**config.mk**
```make
export PLATFORM = sky130hd
export DESIGN_NAME = async_serial_unit
export DESIGN_NICKNAME = d
export VERILOG_FILES = /design/src/rtl/serial_pkg.sv /design/src/rtl/async_serial_unit.sv /design/src/rtl/tick_divider.sv /design/src/rtl/rate_channel.sv
export SDC_FILE = /design/constraint.sdc
export NUM_CORES = 1
export LEC_CHECK = 0
export BUFFER_PORTS_ARGS = -buffer_cell sky130_fd_sc_hd__buf_4
export CORE_MARGIN = 2
export CORE_UTILIZATION = 55
export DETAILED_ROUTE_END_ITERATION = 12
export PLACE_DENSITY = 0.76
export SYNTH_ARGS = -nofsm -noshare
export SYNTH_HDL_FRONTEND = slang
export SYNTH_SLANG_ARGS = --single-unit
```
**constraint.sdc**
```tcl
create_clock -name mclk -period 5.45 [get_ports mclk]
set_clock_uncertainty 0.05 [all_clocks]
set_input_delay 0.8175 -clock mclk [delete_from_list [all_inputs] [get_ports mclk]]
set_output_delay 0.8175 -clock mclk [all_outputs]
set_load 0.02 [all_outputs]
```
**src/rtl/serial_pkg.sv**
```systemverilog
// Shared constants and types for the async serial rate and data block
// Overview of operation
// - Writing the char buffer loads tx holding only, never rx holding
// - Reading the char buffer returns rx holding, filled by the receiver
// - Prescale field bits 7:6 divide by 1, 3, 4 or 13
// - Tx divisor field bits 5:3 divides by two to its power
// - Rx divisor field bits 2:0 divides by two to its power
// - Tx divisor applies only while tx fine divider is zero
// - Rx divisor applies only while rx fine divider is zero
// - Non-zero rx fine divider divides the sixteen stage by its value
// - Non-zero tx fine divider divides the sixteen stage by its value
// - Both fine dividers reset to zero
// - Prescale bits reset to zero; divisor and data bits are undefined
// - Link control resets to zero; flags reset with both tx flags set
// - Word length bit picks eight or nine data bits, one stop
// - Flags access then buffer write clears tx empty and tx done
package serial_pkg;
    localparam int         ADDR_W      = 10;
    localparam int         IDX_LSB     = 2;
    localparam logic [7:0] IDX_FLAGS   = 8'h50;
    localparam logic [7:0] IDX_BUFFER  = 8'h51;
    localparam logic [7:0] IDX_RATE    = 8'h52;
    localparam logic [7:0] IDX_FRAME   = 8'h53;
    localparam logic [7:0] IDX_LINK    = 8'h54;
    localparam logic [7:0] IDX_RXFINE  = 8'h55;
    localparam logic [7:0] IDX_TXFINE  = 8'h57;
    localparam logic [23:0] READ_PAD   = 24'h00_0000;
    localparam logic [7:0] BYTE_ZERO   = 8'h00;
    localparam logic [7:0] LINK_RESET  = 8'h00;
    localparam logic [7:0] FINE_RESET  = 8'h00;
    localparam logic [7:0] RATE_RESET  = 8'h00;
    localparam logic [3:0] PRE_FACTOR1  = 4'h1;
    localparam logic [3:0] PRE_FACTOR3  = 4'h3;
    localparam logic [3:0] PRE_FACTOR4  = 4'h4;
    localparam logic [3:0] PRE_FACTOR13 = 4'hD;
    localparam logic [1:0] PRE_SEL1    = 2'h0;
    localparam logic [1:0] PRE_SEL3    = 2'h1;
    localparam logic [1:0] PRE_SEL4    = 2'h2;
    localparam logic [4:0] OVERSAMPLE  = 5'h10;
    localparam logic [3:0] FRAME_BITS8 = 4'hA;
    localparam logic [3:0] FRAME_BITS9 = 4'hB;

    typedef struct packed {
        logic [1:0] prescale;
        logic [2:0] txDiv;
        logic [2:0] rxDiv;
    } rate_select_type;

    typedef struct packed {
        logic txIe;
        logic doneIe;
        logic rxIe;
        logic idleIe;
        logic txEn;
        logic rxEn;
        logic mute;
        logic sendBreak;
    } link_control_type;

    typedef struct packed {
        logic txEmpty;
        logic txDone;
        logic rxFull;
        logic idle;
        logic overrun;
        logic noise;
        logic framing;
        logic unused;
    } serial_flags_type;

    typedef enum logic [1:0] {
        TX_IDLE  = 2'b01,
        TX_SHIFT = 2'b10
    } tx_state_type;

    typedef enum logic [1:0] {
        RX_IDLE  = 2'b01,
        RX_SHIFT = 2'b10
    } rx_state_type;
endpackage

```
**src/rtl/async_serial_unit.sv**
```systemverilog
// Async serial data registers, rate generation and simple shifters
//
// Added by the designer: the Avalon-MM interface to the registers.
`timescale 1ns/1ns
module async_serial_unit (
    input  wire logic        mclk,
    input  wire logic        rstn,
    input  wire logic [9:0]  address,
    input  wire logic        read,
    input  wire logic        write,
    input  wire logic [31:0] writedata,
    input  wire logic [3:0]  byteenable,
    output logic [31:0]      readdata,
    output logic             waitrequest,
    input  wire logic        rxd,
    output logic             txd,
    output logic             txRateTick,
    output logic             rxRateTick
);
    logic                          ackFF;
    logic [31:0]                   readdataFF;
    logic [7:0]                    regIdx;
    logic [7:0]                    rdByte;
    logic                          accAny;
    logic                          rdAccept;
    logic                          wrAccept;
    serial_pkg::rate_select_type   rateFF;
    serial_pkg::link_control_type  linkFF;
    serial_pkg::serial_flags_type  flagsView;
    logic [7:0]                    rxFineFF;
    logic [7:0]                    txFineFF;
    logic                          txNinthFF;
    logic                          nineBitFF;
    logic                          wakeFF;
    logic                          flagsSeenFF;
    logic                          txClear;
    logic                          rxClear;
    logic [7:0]                    txHoldingFF;
    logic [7:0]                    rxHoldingFF;
    logic                          rxNinthFF;
    logic                          tdreFF;
    logic                          tcFF;
    logic                          rdrfFF;
    logic                          orFF;
    logic                          feFF;
    serial_pkg::tx_state_type      txStateFF;
    serial_pkg::rx_state_type      rxStateFF;
    logic [10:0]                   txShiftFF;
    logic [3:0]                    txBitsFF;
    logic [9:0]                    rxShiftFF;
    logic [9:0]                    rxFrame;
    logic [3:0]                    rxBitsFF;
    logic                          txLoad;
    logic                          txFrameEnd;
    logic                          rxStart;
    logic                          rxDone;
    logic                          rxdMetaFF;
    logic                          rxdSyncFF;
    logic                          txdFF;
    logic [3:0]                    preFactor;
    logic                          preTick;
    logic                          sixteenTick;
    logic                          txTick;
    logic                          rxTick;
    logic                          firstCycleFF;
    logic [3:0]                    txBitCountFF;
    logic [3:0]                    txFrameLenFF;

    // Two-cycle slave: request held, answered on the second edge
    assign waitrequest = (read | write) & ~ackFF;
    assign readdata    = readdataFF;
    assign regIdx      = address[serial_pkg::ADDR_W-1:serial_pkg::IDX_LSB];
    assign accAny      = (read | write) & ackFF;
    assign rdAccept    = read & ackFF;
    assign wrAccept    = write & ackFF & byteenable[0];
    assign txd         = txdFF;
    assign txRateTick  = txTick;
    assign rxRateTick  = rxTick;

    always_ff @(posedge mclk or negedge rstn)
    begin
        if (!rstn)
            ackFF <= 1'b0;
        else
            ackFF <= (read | write) & ~ackFF;
    end

    always_comb
    begin
        flagsView = '{txEmpty: tdreFF, txDone: tcFF, rxFull: rdrfFF,
                      idle: 1'b0, overrun: orFF, noise: 1'b0,
                      framing: feFF, unused: 1'b0};
        case (regIdx)
            serial_pkg::IDX_FLAGS:  rdByte = flagsView;
            // Data address reads the receive side
            serial_pkg::IDX_BUFFER: rdByte = rxHoldingFF;
            serial_pkg::IDX_RATE:   rdByte = rateFF;
            serial_pkg::IDX_FRAME:  rdByte = {rxNinthFF, txNinthFF, 1'b0,
                                              nineBitFF, wakeFF, 3'b000};
            serial_pkg::IDX_LINK:   rdByte = linkFF;
            serial_pkg::IDX_RXFINE: rdByte = rxFineFF;
            serial_pkg::IDX_TXFINE: rdByte = txFineFF;
            default:                rdByte = serial_pkg::BYTE_ZERO;
        endcase
    end

    always_ff @(posedge mclk or negedge rstn)
    begin
        if (!rstn)
            readdataFF <= {serial_pkg::READ_PAD, serial_pkg::BYTE_ZERO};
        else if (read && !ackFF)
            readdataFF <= {serial_pkg::READ_PAD, rdByte};
    end

    // Control resets; undefined bits also start at zero
    always_ff @(posedge mclk or negedge rstn)
    begin
        if (!rstn)
        begin
            rateFF    <= serial_pkg::RATE_RESET;
            linkFF    <= serial_pkg::LINK_RESET;
            rxFineFF  <= serial_pkg::FINE_RESET;
            txFineFF  <= serial_pkg::FINE_RESET;
            txNinthFF <= 1'b0;
            nineBitFF <= 1'b0;
            wakeFF    <= 1'b0;
        end
        else if (wrAccept)
        begin
            case (regIdx)
                serial_pkg::IDX_RATE:   rateFF <= writedata[7:0];
                serial_pkg::IDX_LINK:   linkFF <= writedata[7:0];
                serial_pkg::IDX_RXFINE: rxFineFF <= writedata[7:0];
                serial_pkg::IDX_TXFINE: txFineFF <= writedata[7:0];
                serial_pkg::IDX_FRAME:
                begin
                    txNinthFF <= writedata[6];
                    nineBitFF <= writedata[4];
                    wakeFF    <= writedata[3];
                end
                default:
                begin
                end
            endcase
        end
    end

    // Arm on a flags access, disarm on any buffer access
    always_ff @(posedge mclk or negedge rstn)
    begin
        if (!rstn)
            flagsSeenFF <= 1'b0;
        else if (accAny && regIdx == serial_pkg::IDX_FLAGS)
            flagsSeenFF <= 1'b1;
        else if (accAny && regIdx == serial_pkg::IDX_BUFFER)
            flagsSeenFF <= 1'b0;
    end

    assign txClear = wrAccept && regIdx == serial_pkg::IDX_BUFFER
                     && flagsSeenFF;
    assign rxClear = rdAccept && regIdx == serial_pkg::IDX_BUFFER
                     && flagsSeenFF;

    always_comb
    begin
        case (rateFF.prescale)
            serial_pkg::PRE_SEL1: preFactor = serial_pkg::PRE_FACTOR1;
            serial_pkg::PRE_SEL3: preFactor = serial_pkg::PRE_FACTOR3;
            serial_pkg::PRE_SEL4: preFactor = serial_pkg::PRE_FACTOR4;
            default:              preFactor = serial_pkg::PRE_FACTOR13;
        endcase
    end

    tick_divider #(
        .WIDTH(4)
    ) preDiv (
        .mclk   (mclk),
        .rstn   (rstn),
        .inTick (1'b1),
        .divisor(preFactor),
        .outTick(preTick)
    );

    // Fixed sixteen stage shared by both directions
    tick_divider #(
        .WIDTH(5)
    ) sixteenDiv (
        .mclk   (mclk),
        .rstn   (rstn),
        .inTick (preTick),
        .divisor(serial_pkg::OVERSAMPLE),
        .outTick(sixteenTick)
    );

    rate_channel txChan (
        .mclk       (mclk),
        .rstn       (rstn),
        .sixteenTick(sixteenTick),
        .divField   (rateFF.txDiv),
        .fineDiv    (txFineFF),
        .rateTick   (txTick)
    );

    rate_channel rxChan (
        .mclk       (mclk),
        .rstn       (rstn),
        .sixteenTick(sixteenTick),
        .divField   (rateFF.rxDiv),
        .fineDiv    (rxFineFF),
        .rateTick   (rxTick)
    );

    // Data address writes only the transmit side
    always_ff @(posedge mclk or negedge rstn)
    begin
        if (!rstn)
            txHoldingFF <= serial_pkg::BYTE_ZERO;
        else if (wrAccept && regIdx == serial_pkg::IDX_BUFFER)
            txHoldingFF <= writedata[7:0];
    end

    // Load on a tick so the start bit lasts a full bit
    assign txLoad     = linkFF.txEn && txStateFF == serial_pkg::TX_IDLE
                        && !tdreFF && txTick;
    assign txFrameEnd = txStateFF == serial_pkg::TX_SHIFT && txTick
                        && txBitsFF == 4'h1;

    // Frame length from the word length bit
    always_ff @(posedge mclk or negedge rstn)
    begin
        if (!rstn)
        begin
            txStateFF <= serial_pkg::TX_IDLE;
            txShiftFF <= '1;
            txBitsFF  <= '0;
        end
        else
        begin
            case (txStateFF)
                serial_pkg::TX_IDLE:
                    if (txLoad)
                    begin
                        txStateFF <= serial_pkg::TX_SHIFT;
                        txShiftFF <= {1'b1, txNinthFF | ~nineBitFF,
                                      txHoldingFF, 1'b0};
                        txBitsFF  <= nineBitFF ? serial_pkg::FRAME_BITS9
                                               : serial_pkg::FRAME_BITS8;
                    end
                serial_pkg::TX_SHIFT:
                    if (txTick)
                    begin
                        txShiftFF <= {1'b1, txShiftFF[10:1]};
                        txBitsFF  <= txBitsFF - 1'b1;
                        if (txBitsFF == 4'h1)
                            txStateFF <= serial_pkg::TX_IDLE;
                    end
                default:
                    txStateFF <= serial_pkg::TX_IDLE;
            endcase
        end
    end

    always_ff @(posedge mclk or negedge rstn)
    begin
        if (!rstn)
            txdFF <= 1'b1;
        else if (txStateFF == serial_pkg::TX_SHIFT)
            txdFF <= txShiftFF[0];
        else
            txdFF <= ~(linkFF.txEn && linkFF.sendBreak);
    end

    // Tx flags: hardware set wins over the software clear
    always_ff @(posedge mclk or negedge rstn)
    begin
        if (!rstn)
        begin
            tdreFF <= 1'b1;
            tcFF   <= 1'b1;
        end
        else
        begin
            if (txLoad)
                tdreFF <= 1'b1;
            else if (txClear)
                tdreFF <= 1'b0;
            if (txFrameEnd && tdreFF)
                tcFF <= 1'b1;
            else if (txClear)
                tcFF <= 1'b0;
        end
    end

    // Receive pin synchroniser
    always_ff @(posedge mclk or negedge rstn)
    begin
        if (!rstn)
        begin
            rxdMetaFF <= 1'b1;
            rxdSyncFF <= 1'b1;
        end
        else
        begin
            rxdMetaFF <= rxd;
            rxdSyncFF <= rxdMetaFF;
        end
    end

    // Samples once per bit on the free tick; phase is not centred
    assign rxStart = linkFF.rxEn && rxStateFF == serial_pkg::RX_IDLE
                     && !rxdSyncFF;
    assign rxDone  = rxStateFF == serial_pkg::RX_SHIFT && rxTick
                     && rxBitsFF == 4'h1;
    assign rxFrame = {rxdSyncFF, rxShiftFF[9:1]};

    always_ff @(posedge mclk or negedge rstn)
    begin
        if (!rstn)
        begin
            rxStateFF <= serial_pkg::RX_IDLE;
            rxShiftFF <= '0;
            rxBitsFF  <= '0;
        end
        else if (!linkFF.rxEn)
            rxStateFF <= serial_pkg::RX_IDLE;
        else
        begin
            case (rxStateFF)
                serial_pkg::RX_IDLE:
                    if (rxStart)
                    begin
                        rxStateFF <= serial_pkg::RX_SHIFT;
                        rxBitsFF  <= nineBitFF ? serial_pkg::FRAME_BITS8
                                       : serial_pkg::FRAME_BITS8 - 1'b1;
                    end
                serial_pkg::RX_SHIFT:
                    if (rxTick)
                    begin
                        rxShiftFF <= rxFrame;
                        rxBitsFF  <= rxBitsFF - 1'b1;
                        if (rxBitsFF == 4'h1)
                            rxStateFF <= serial_pkg::RX_IDLE;
                    end
                default:
                    rxStateFF <= serial_pkg::RX_IDLE;
            endcase
        end
    end

    // Overrun keeps the held character; new one is dropped
    always_ff @(posedge mclk or negedge rstn)
    begin
        if (!rstn)
        begin
            rxHoldingFF <= serial_pkg::BYTE_ZERO;
            rxNinthFF   <= 1'b0;
        end
        else if (rxDone && !rdrfFF)
        begin
            rxHoldingFF <= nineBitFF ? rxFrame[7:0] : rxFrame[8:1];
            rxNinthFF   <= nineBitFF & rxFrame[8];
        end
    end

    always_ff @(posedge mclk or negedge rstn)
    begin
        if (!rstn)
        begin
            rdrfFF <= 1'b0;
            orFF   <= 1'b0;
            feFF   <= 1'b0;
        end
        else if (!linkFF.rxEn)
        begin
            rdrfFF <= 1'b0;
            orFF   <= 1'b0;
            feFF   <= 1'b0;
        end
        else
        begin
            if (rxDone)
                rdrfFF <= 1'b1;
            else if (rxClear)
                rdrfFF <= 1'b0;
            if (rxDone && rdrfFF)
                orFF <= 1'b1;
            else if (rxClear)
                orFF <= 1'b0;
            if (rxDone && !rdrfFF)
                feFF <= ~rxFrame[9];
            else if (rxClear)
                feFF <= 1'b0;
        end
    end

    // Helpers read only by the checks below
    always_ff @(posedge mclk or negedge rstn)
    begin
        if (!rstn)
        begin
            firstCycleFF <= 1'b1;
            txBitCountFF <= '0;
            txFrameLenFF <= '0;
        end
        else
        begin
            firstCycleFF <= 1'b0;
            if (txLoad)
            begin
                txBitCountFF <= '0;
                txFrameLenFF <= nineBitFF ? serial_pkg::FRAME_BITS9
                                          : serial_pkg::FRAME_BITS8;
            end
            else if (txStateFF == serial_pkg::TX_SHIFT && txTick)
                txBitCountFF <= txBitCountFF + 1'b1;
        end
    end
endmodule

```
**src/rtl/tick_divider.sv**
```systemverilog
// Enable-pulse divider: one output pulse per divisor input pulses
`timescale 1ns/1ns
module tick_divider #(
    parameter int WIDTH = 8
) (
    input  wire logic             mclk,
    input  wire logic             rstn,
    input  wire logic             inTick,
    input  wire logic [WIDTH-1:0] divisor,
    output logic                  outTick
);
    logic [WIDTH-1:0] cntFF;
    logic             lastStep;

    // Compare at or above, so a smaller divisor ends the bit early
    assign lastStep = (divisor <= WIDTH'(1)) || (cntFF >= divisor - 1'b1);
    assign outTick  = inTick && lastStep;

    always_ff @(posedge mclk or negedge rstn)
    begin
        if (!rstn)
        begin
            cntFF <= '0;
        end
        else if (outTick)
        begin
            cntFF <= '0;
        end
        else if (inTick)
        begin
            cntFF <= cntFF + 1'b1;
        end
    end
endmodule

```
**src/rtl/rate_channel.sv**
```systemverilog
// One direction's rate clock: power-of-two or fine divider selection
`timescale 1ns/1ns
module rate_channel (
    input  wire logic       mclk,
    input  wire logic       rstn,
    input  wire logic       sixteenTick,
    input  wire logic [2:0] divField,
    input  wire logic [7:0] fineDiv,
    output logic            rateTick
);
    logic [7:0] divisor;
    logic [8:0] seenFF;
    logic [7:0] lastDivFF;
    logic       changedFF;

    // Fine divider overrides power of two
    assign divisor = (fineDiv != serial_pkg::FINE_RESET) ? fineDiv
                                                          : 8'h01 << divField;

    tick_divider #(
        .WIDTH(8)
    ) rateDiv (
        .mclk   (mclk),
        .rstn   (rstn),
        .inTick (sixteenTick),
        .divisor(divisor),
        .outTick(rateTick)
    );

    // Period watch for the checks below
    always_ff @(posedge mclk or negedge rstn)
    begin
        if (!rstn)
        begin
            seenFF    <= '0;
            lastDivFF <= '0;
            changedFF <= 1'b1;
        end
        else
        begin
            lastDivFF <= divisor;
            if (rateTick)
            begin
                seenFF    <= '0;
                changedFF <= 1'b0;
            end
            else
            begin
                if (sixteenTick)
                    seenFF <= seenFF + 1'b1;
                if (divisor != lastDivFF)
                    changedFF <= 1'b1;
            end
        end
    end
endmodule

```
==> run_results.csv <==
group,metric,value,unit
finish,fin_util,0.628,
die,die-width,116,µm
placed_design,port_buffers,33,
critical_path,cp-end-kind,"output pin",
synthesis,synthAdderAreaFrac,0.0648,
finish,areaGrowthSynthToFinish,12.6,%
synthesis,syn_inst,663,
finish,fillers,1021,
grt,grt_pass1_vias,5228,
routing,viasPerCell,6.03,
critical_path,startpoint_type,"register",
synthesis,ys_async_sr_fraction,1.00,
routing,drtIter0Drc,450,
placed_design,place_hpwl,11.4,mm
timing,clock.fmax,0.191,GHz
finish,layout.cells.most_common,"dfrtp_1",
die,die_area,0.0136,mm²
grt,antenna_found_initial,0,
synthesis,synth_compound_area_frac,0.155,
die,coreArea,0.0125,mm²
cts,root_buffer,"clkbuf_16",
cts,cts-buffers-inserted,17,
cts,postCtsSetupBuffers,0,
routing,first_pass_iters,8,
grt,grt.busiest_layer,"met2",
synthesis,synth_xor_area_frac,0.00881,
finish,nNetsFinal,785,
cts,clk_latency,420,ps
finish,drive_gt1_frac,0.239,
timing,grt_setup_unrepaired,"false",
grt,grtUsageTotal,0.255,
synthesis,netlist_area,0.00696,mm²
synthesis,synth_top_family_by_area,"compound AO/OA/AOI/OAI gates",
timing,slew_headroom,0.123,
synthesis,yosys.area_share.simple,0.140,
grt,use_met1,0.339,
timing,worstMarginPinSlew,1310,ps
synthesis,muxShareOfSynthArea,0.122,
routing,ant_nets,0,
routing,vias,5328,
grt,grt.overflow.total,0,
timing,setup-violations-final,0,
placed_design,pre_cts_slack,454,ps
min_path,min_from,"rxdMetaFF",
cts,clk_pin_slew,60,ps
critical_path,crit_arrival,4370,ps
grt,use_met3,0.0581,
routing,route.detailed.drc,0,
routing,wirelength,16.0,mm
die,ios,87,
synthesis,synth-edff-count,0,
synthesis,ys_types,68,
die,start_util,0.558,
cts,cts.sinks,126,
pwr,ir_drop,237,µV
timing,drv_slew,0,
pwr,power.density,303,mW/mm²
min_path,min_to,"rxdSyncFF",
cts,clock_path_buffers,2,
synthesis,ys.flop_type,"dfrtp_1",
critical_path,reg2reg_from,"rxFineFF[3]",
flow_run,maxCapViolations,0,
timing,setup_ws,213,ps
pwr,total_power,2.37,mW
grt,grt_pass1_wl,26.5,mm
critical_path,r2r-end,"rxHoldingFF[6]",
routing,wire_per_inst,18.1,µm
synthesis,yosys_warnings,0,
cts,cts_max_level,4,
min_path,hp-class,"reg2reg",
cts,cts_tree,"built",
finish,final_cell_mix,"dfrtp_1, mux2_2, nand2_1",
critical_path,critical_path.max_fanout,6,
timing,final-hold-violation-count,0,
die,dieHeight,116,µm
timing,fin_tns_setup,0,ps
synthesis,ys_ff_latch,126,
status,outcome,"finished clean",
synthesis,syn_area_per_cell,10.5,µm²
critical_path,crit_type,"reg2out",
finish,n_antenna_cell,0,
placed_design,gp_congestion,0.930,
min_path,hold_path_depth,0,
critical_path,r2r_setup_slack,670,ps
critical_path,rr_worst_depth,17,
grt,met2_usage,0.414,
synthesis,yosysSeqAreaShare,0.456,
timing,fin_crit_sh,0.961,
timing,fin_crit,5240,ps
die,fp-row-count,41,
grt,grt_max_degree,73,
critical_path,worst_ep_required_time,4580,ps
timing,timing.hold.ws,306,ps
pwr,p_leak,3.73,nW
==> power breakdown <==
| part | switching [mW] | internal [mW] |
|---|---|---|
| combinational | 0.230 | 0.126 |
| sequential | 0.0378 | 0.984 |
| clock | 0.407 | 0.588 |
==> area by class of cell <==
cell class                      count  area (µm²)  area share
Tap cell                          172         215      0.0275
Clock buffer                       21         450      0.0575
Multi-Input combinational cell    489        3530       0.451
Inverter                           24        90.1      0.0115
Clock inverter                     11        71.3     0.00910
Timing Repair Buffer               40         300      0.0383
Sequential cell                   126        3170       0.405
==> critical path, cell delays in order (launching register included) <==
cell and delay, ps:
dfrtp_1 460, nor2_1 160, or4b_4 500, or4_4 480
nor2_4 140, a21oi_1 130, ha_1 250, nand2_1 150
nand2_1 70, o32ai_1 130, a221oi_1 140, ha_1 220
a211oi_1 240, o21bai_1 150, a31oi_2 230, and2_4 200
nor2_1 70, buf_4 210
==> metrics by stage <==
stage | cells | cell area, µm²
after global routing | 883 | 7830
final | 883 | 7830
after detailed placement | 851 | 7280
after CTS | 883 | 7800
after floorplan | 686 | 7040
after global placement | 851 | 7280
==> how the worst max path moves through the flow <==
stage | startpoint | endpoint | slack (ps) | depth (start not counted)
after global routing | rxFineFF[3] | rxRateTick | 6 | 17
after detailed placement | rxFineFF[3] | rxRateTick | 450 | 18
after CTS | rxFineFF[3] | rxRateTick | 20 | 17
final | rxFineFF[3] | rxRateTick | 210 | 17
after global placement | rxFineFF[3] | rxRateTick | 520 | 18
after floorplan | txFineFF[5] | txRateTick | 1010 | 18
==> state kept, by name (all words and copies together), names as in the netlist, 5 cells and up <==
name                  flops
txChan.rateDiv.cntFF      8
linkFF                    8
rxChan.rateDiv.cntFF      8
sixteenDiv.cntFF          5
rxHoldingFF               8
txFineFF                  8
rateFF                    8
rxFineFF                  8
txShiftFF                10
txHoldingFF               8
readdata                  8
rxShiftFF                 9
==> synth_stat cells, drive strengths merged, types with 4 or more instances <==
master	number	area, µm²
nor2b	8	50.1
a222oi	7	70.1
a21oi	16	80.1
nand3	13	65.1
buf	29	209
nand2	58	223
a2bb2oi	8	70.1
xor2	4	35.0
a22oi	6	45.0
nand2b	8	50.1
mux2i	6	60.1
or3	8	50.1
clkbuf	18	67.6
o21ai	34	170
inv	24	90.1
nor3	14	70.1
o22ai	10	62.6
a21o	4	30.0
dfstp	17	447
dfrtp	109	2730
o2bb2ai	4	35.0
and3	11	68.8
a211oi	4	30.0
a31oi	8	50.1
a22o	17	149
ha	36	450
nor4	8	62.6
and2	5	31.3
nor2	48	180
mux2	70	788
o31ai	6	45.0
==> per-layer routing <==
layer / vias up / part of all wire / wire length (µm)
met5: - / 0 / 0
met4: 0 / 0.016 / 254
met3: 28 / 0.054 / 859
met2: 189 / 0.50 / 7950
met1: 2633 / 0.43 / 6900
li1: 2478 / - / -
==> kinds of logic after synthesis <==
logic type	count (synthesis)
AO/OA/AOI/OAI	150
multiplexers	76
adder cells (fa/ha/maj)	36
XOR/XNOR	7
other	1
AND/OR/NAND/NOR	196
flip-flops	126
buffers and inverters	71
==> what timing repair did <==
item / CTS / global route
endpoints found under the setup margin: 1 / 2
resized for setup: 1 / 7
hold buffers: 0 / 0
Note: power is estimated with default switching activity, not from simulation.
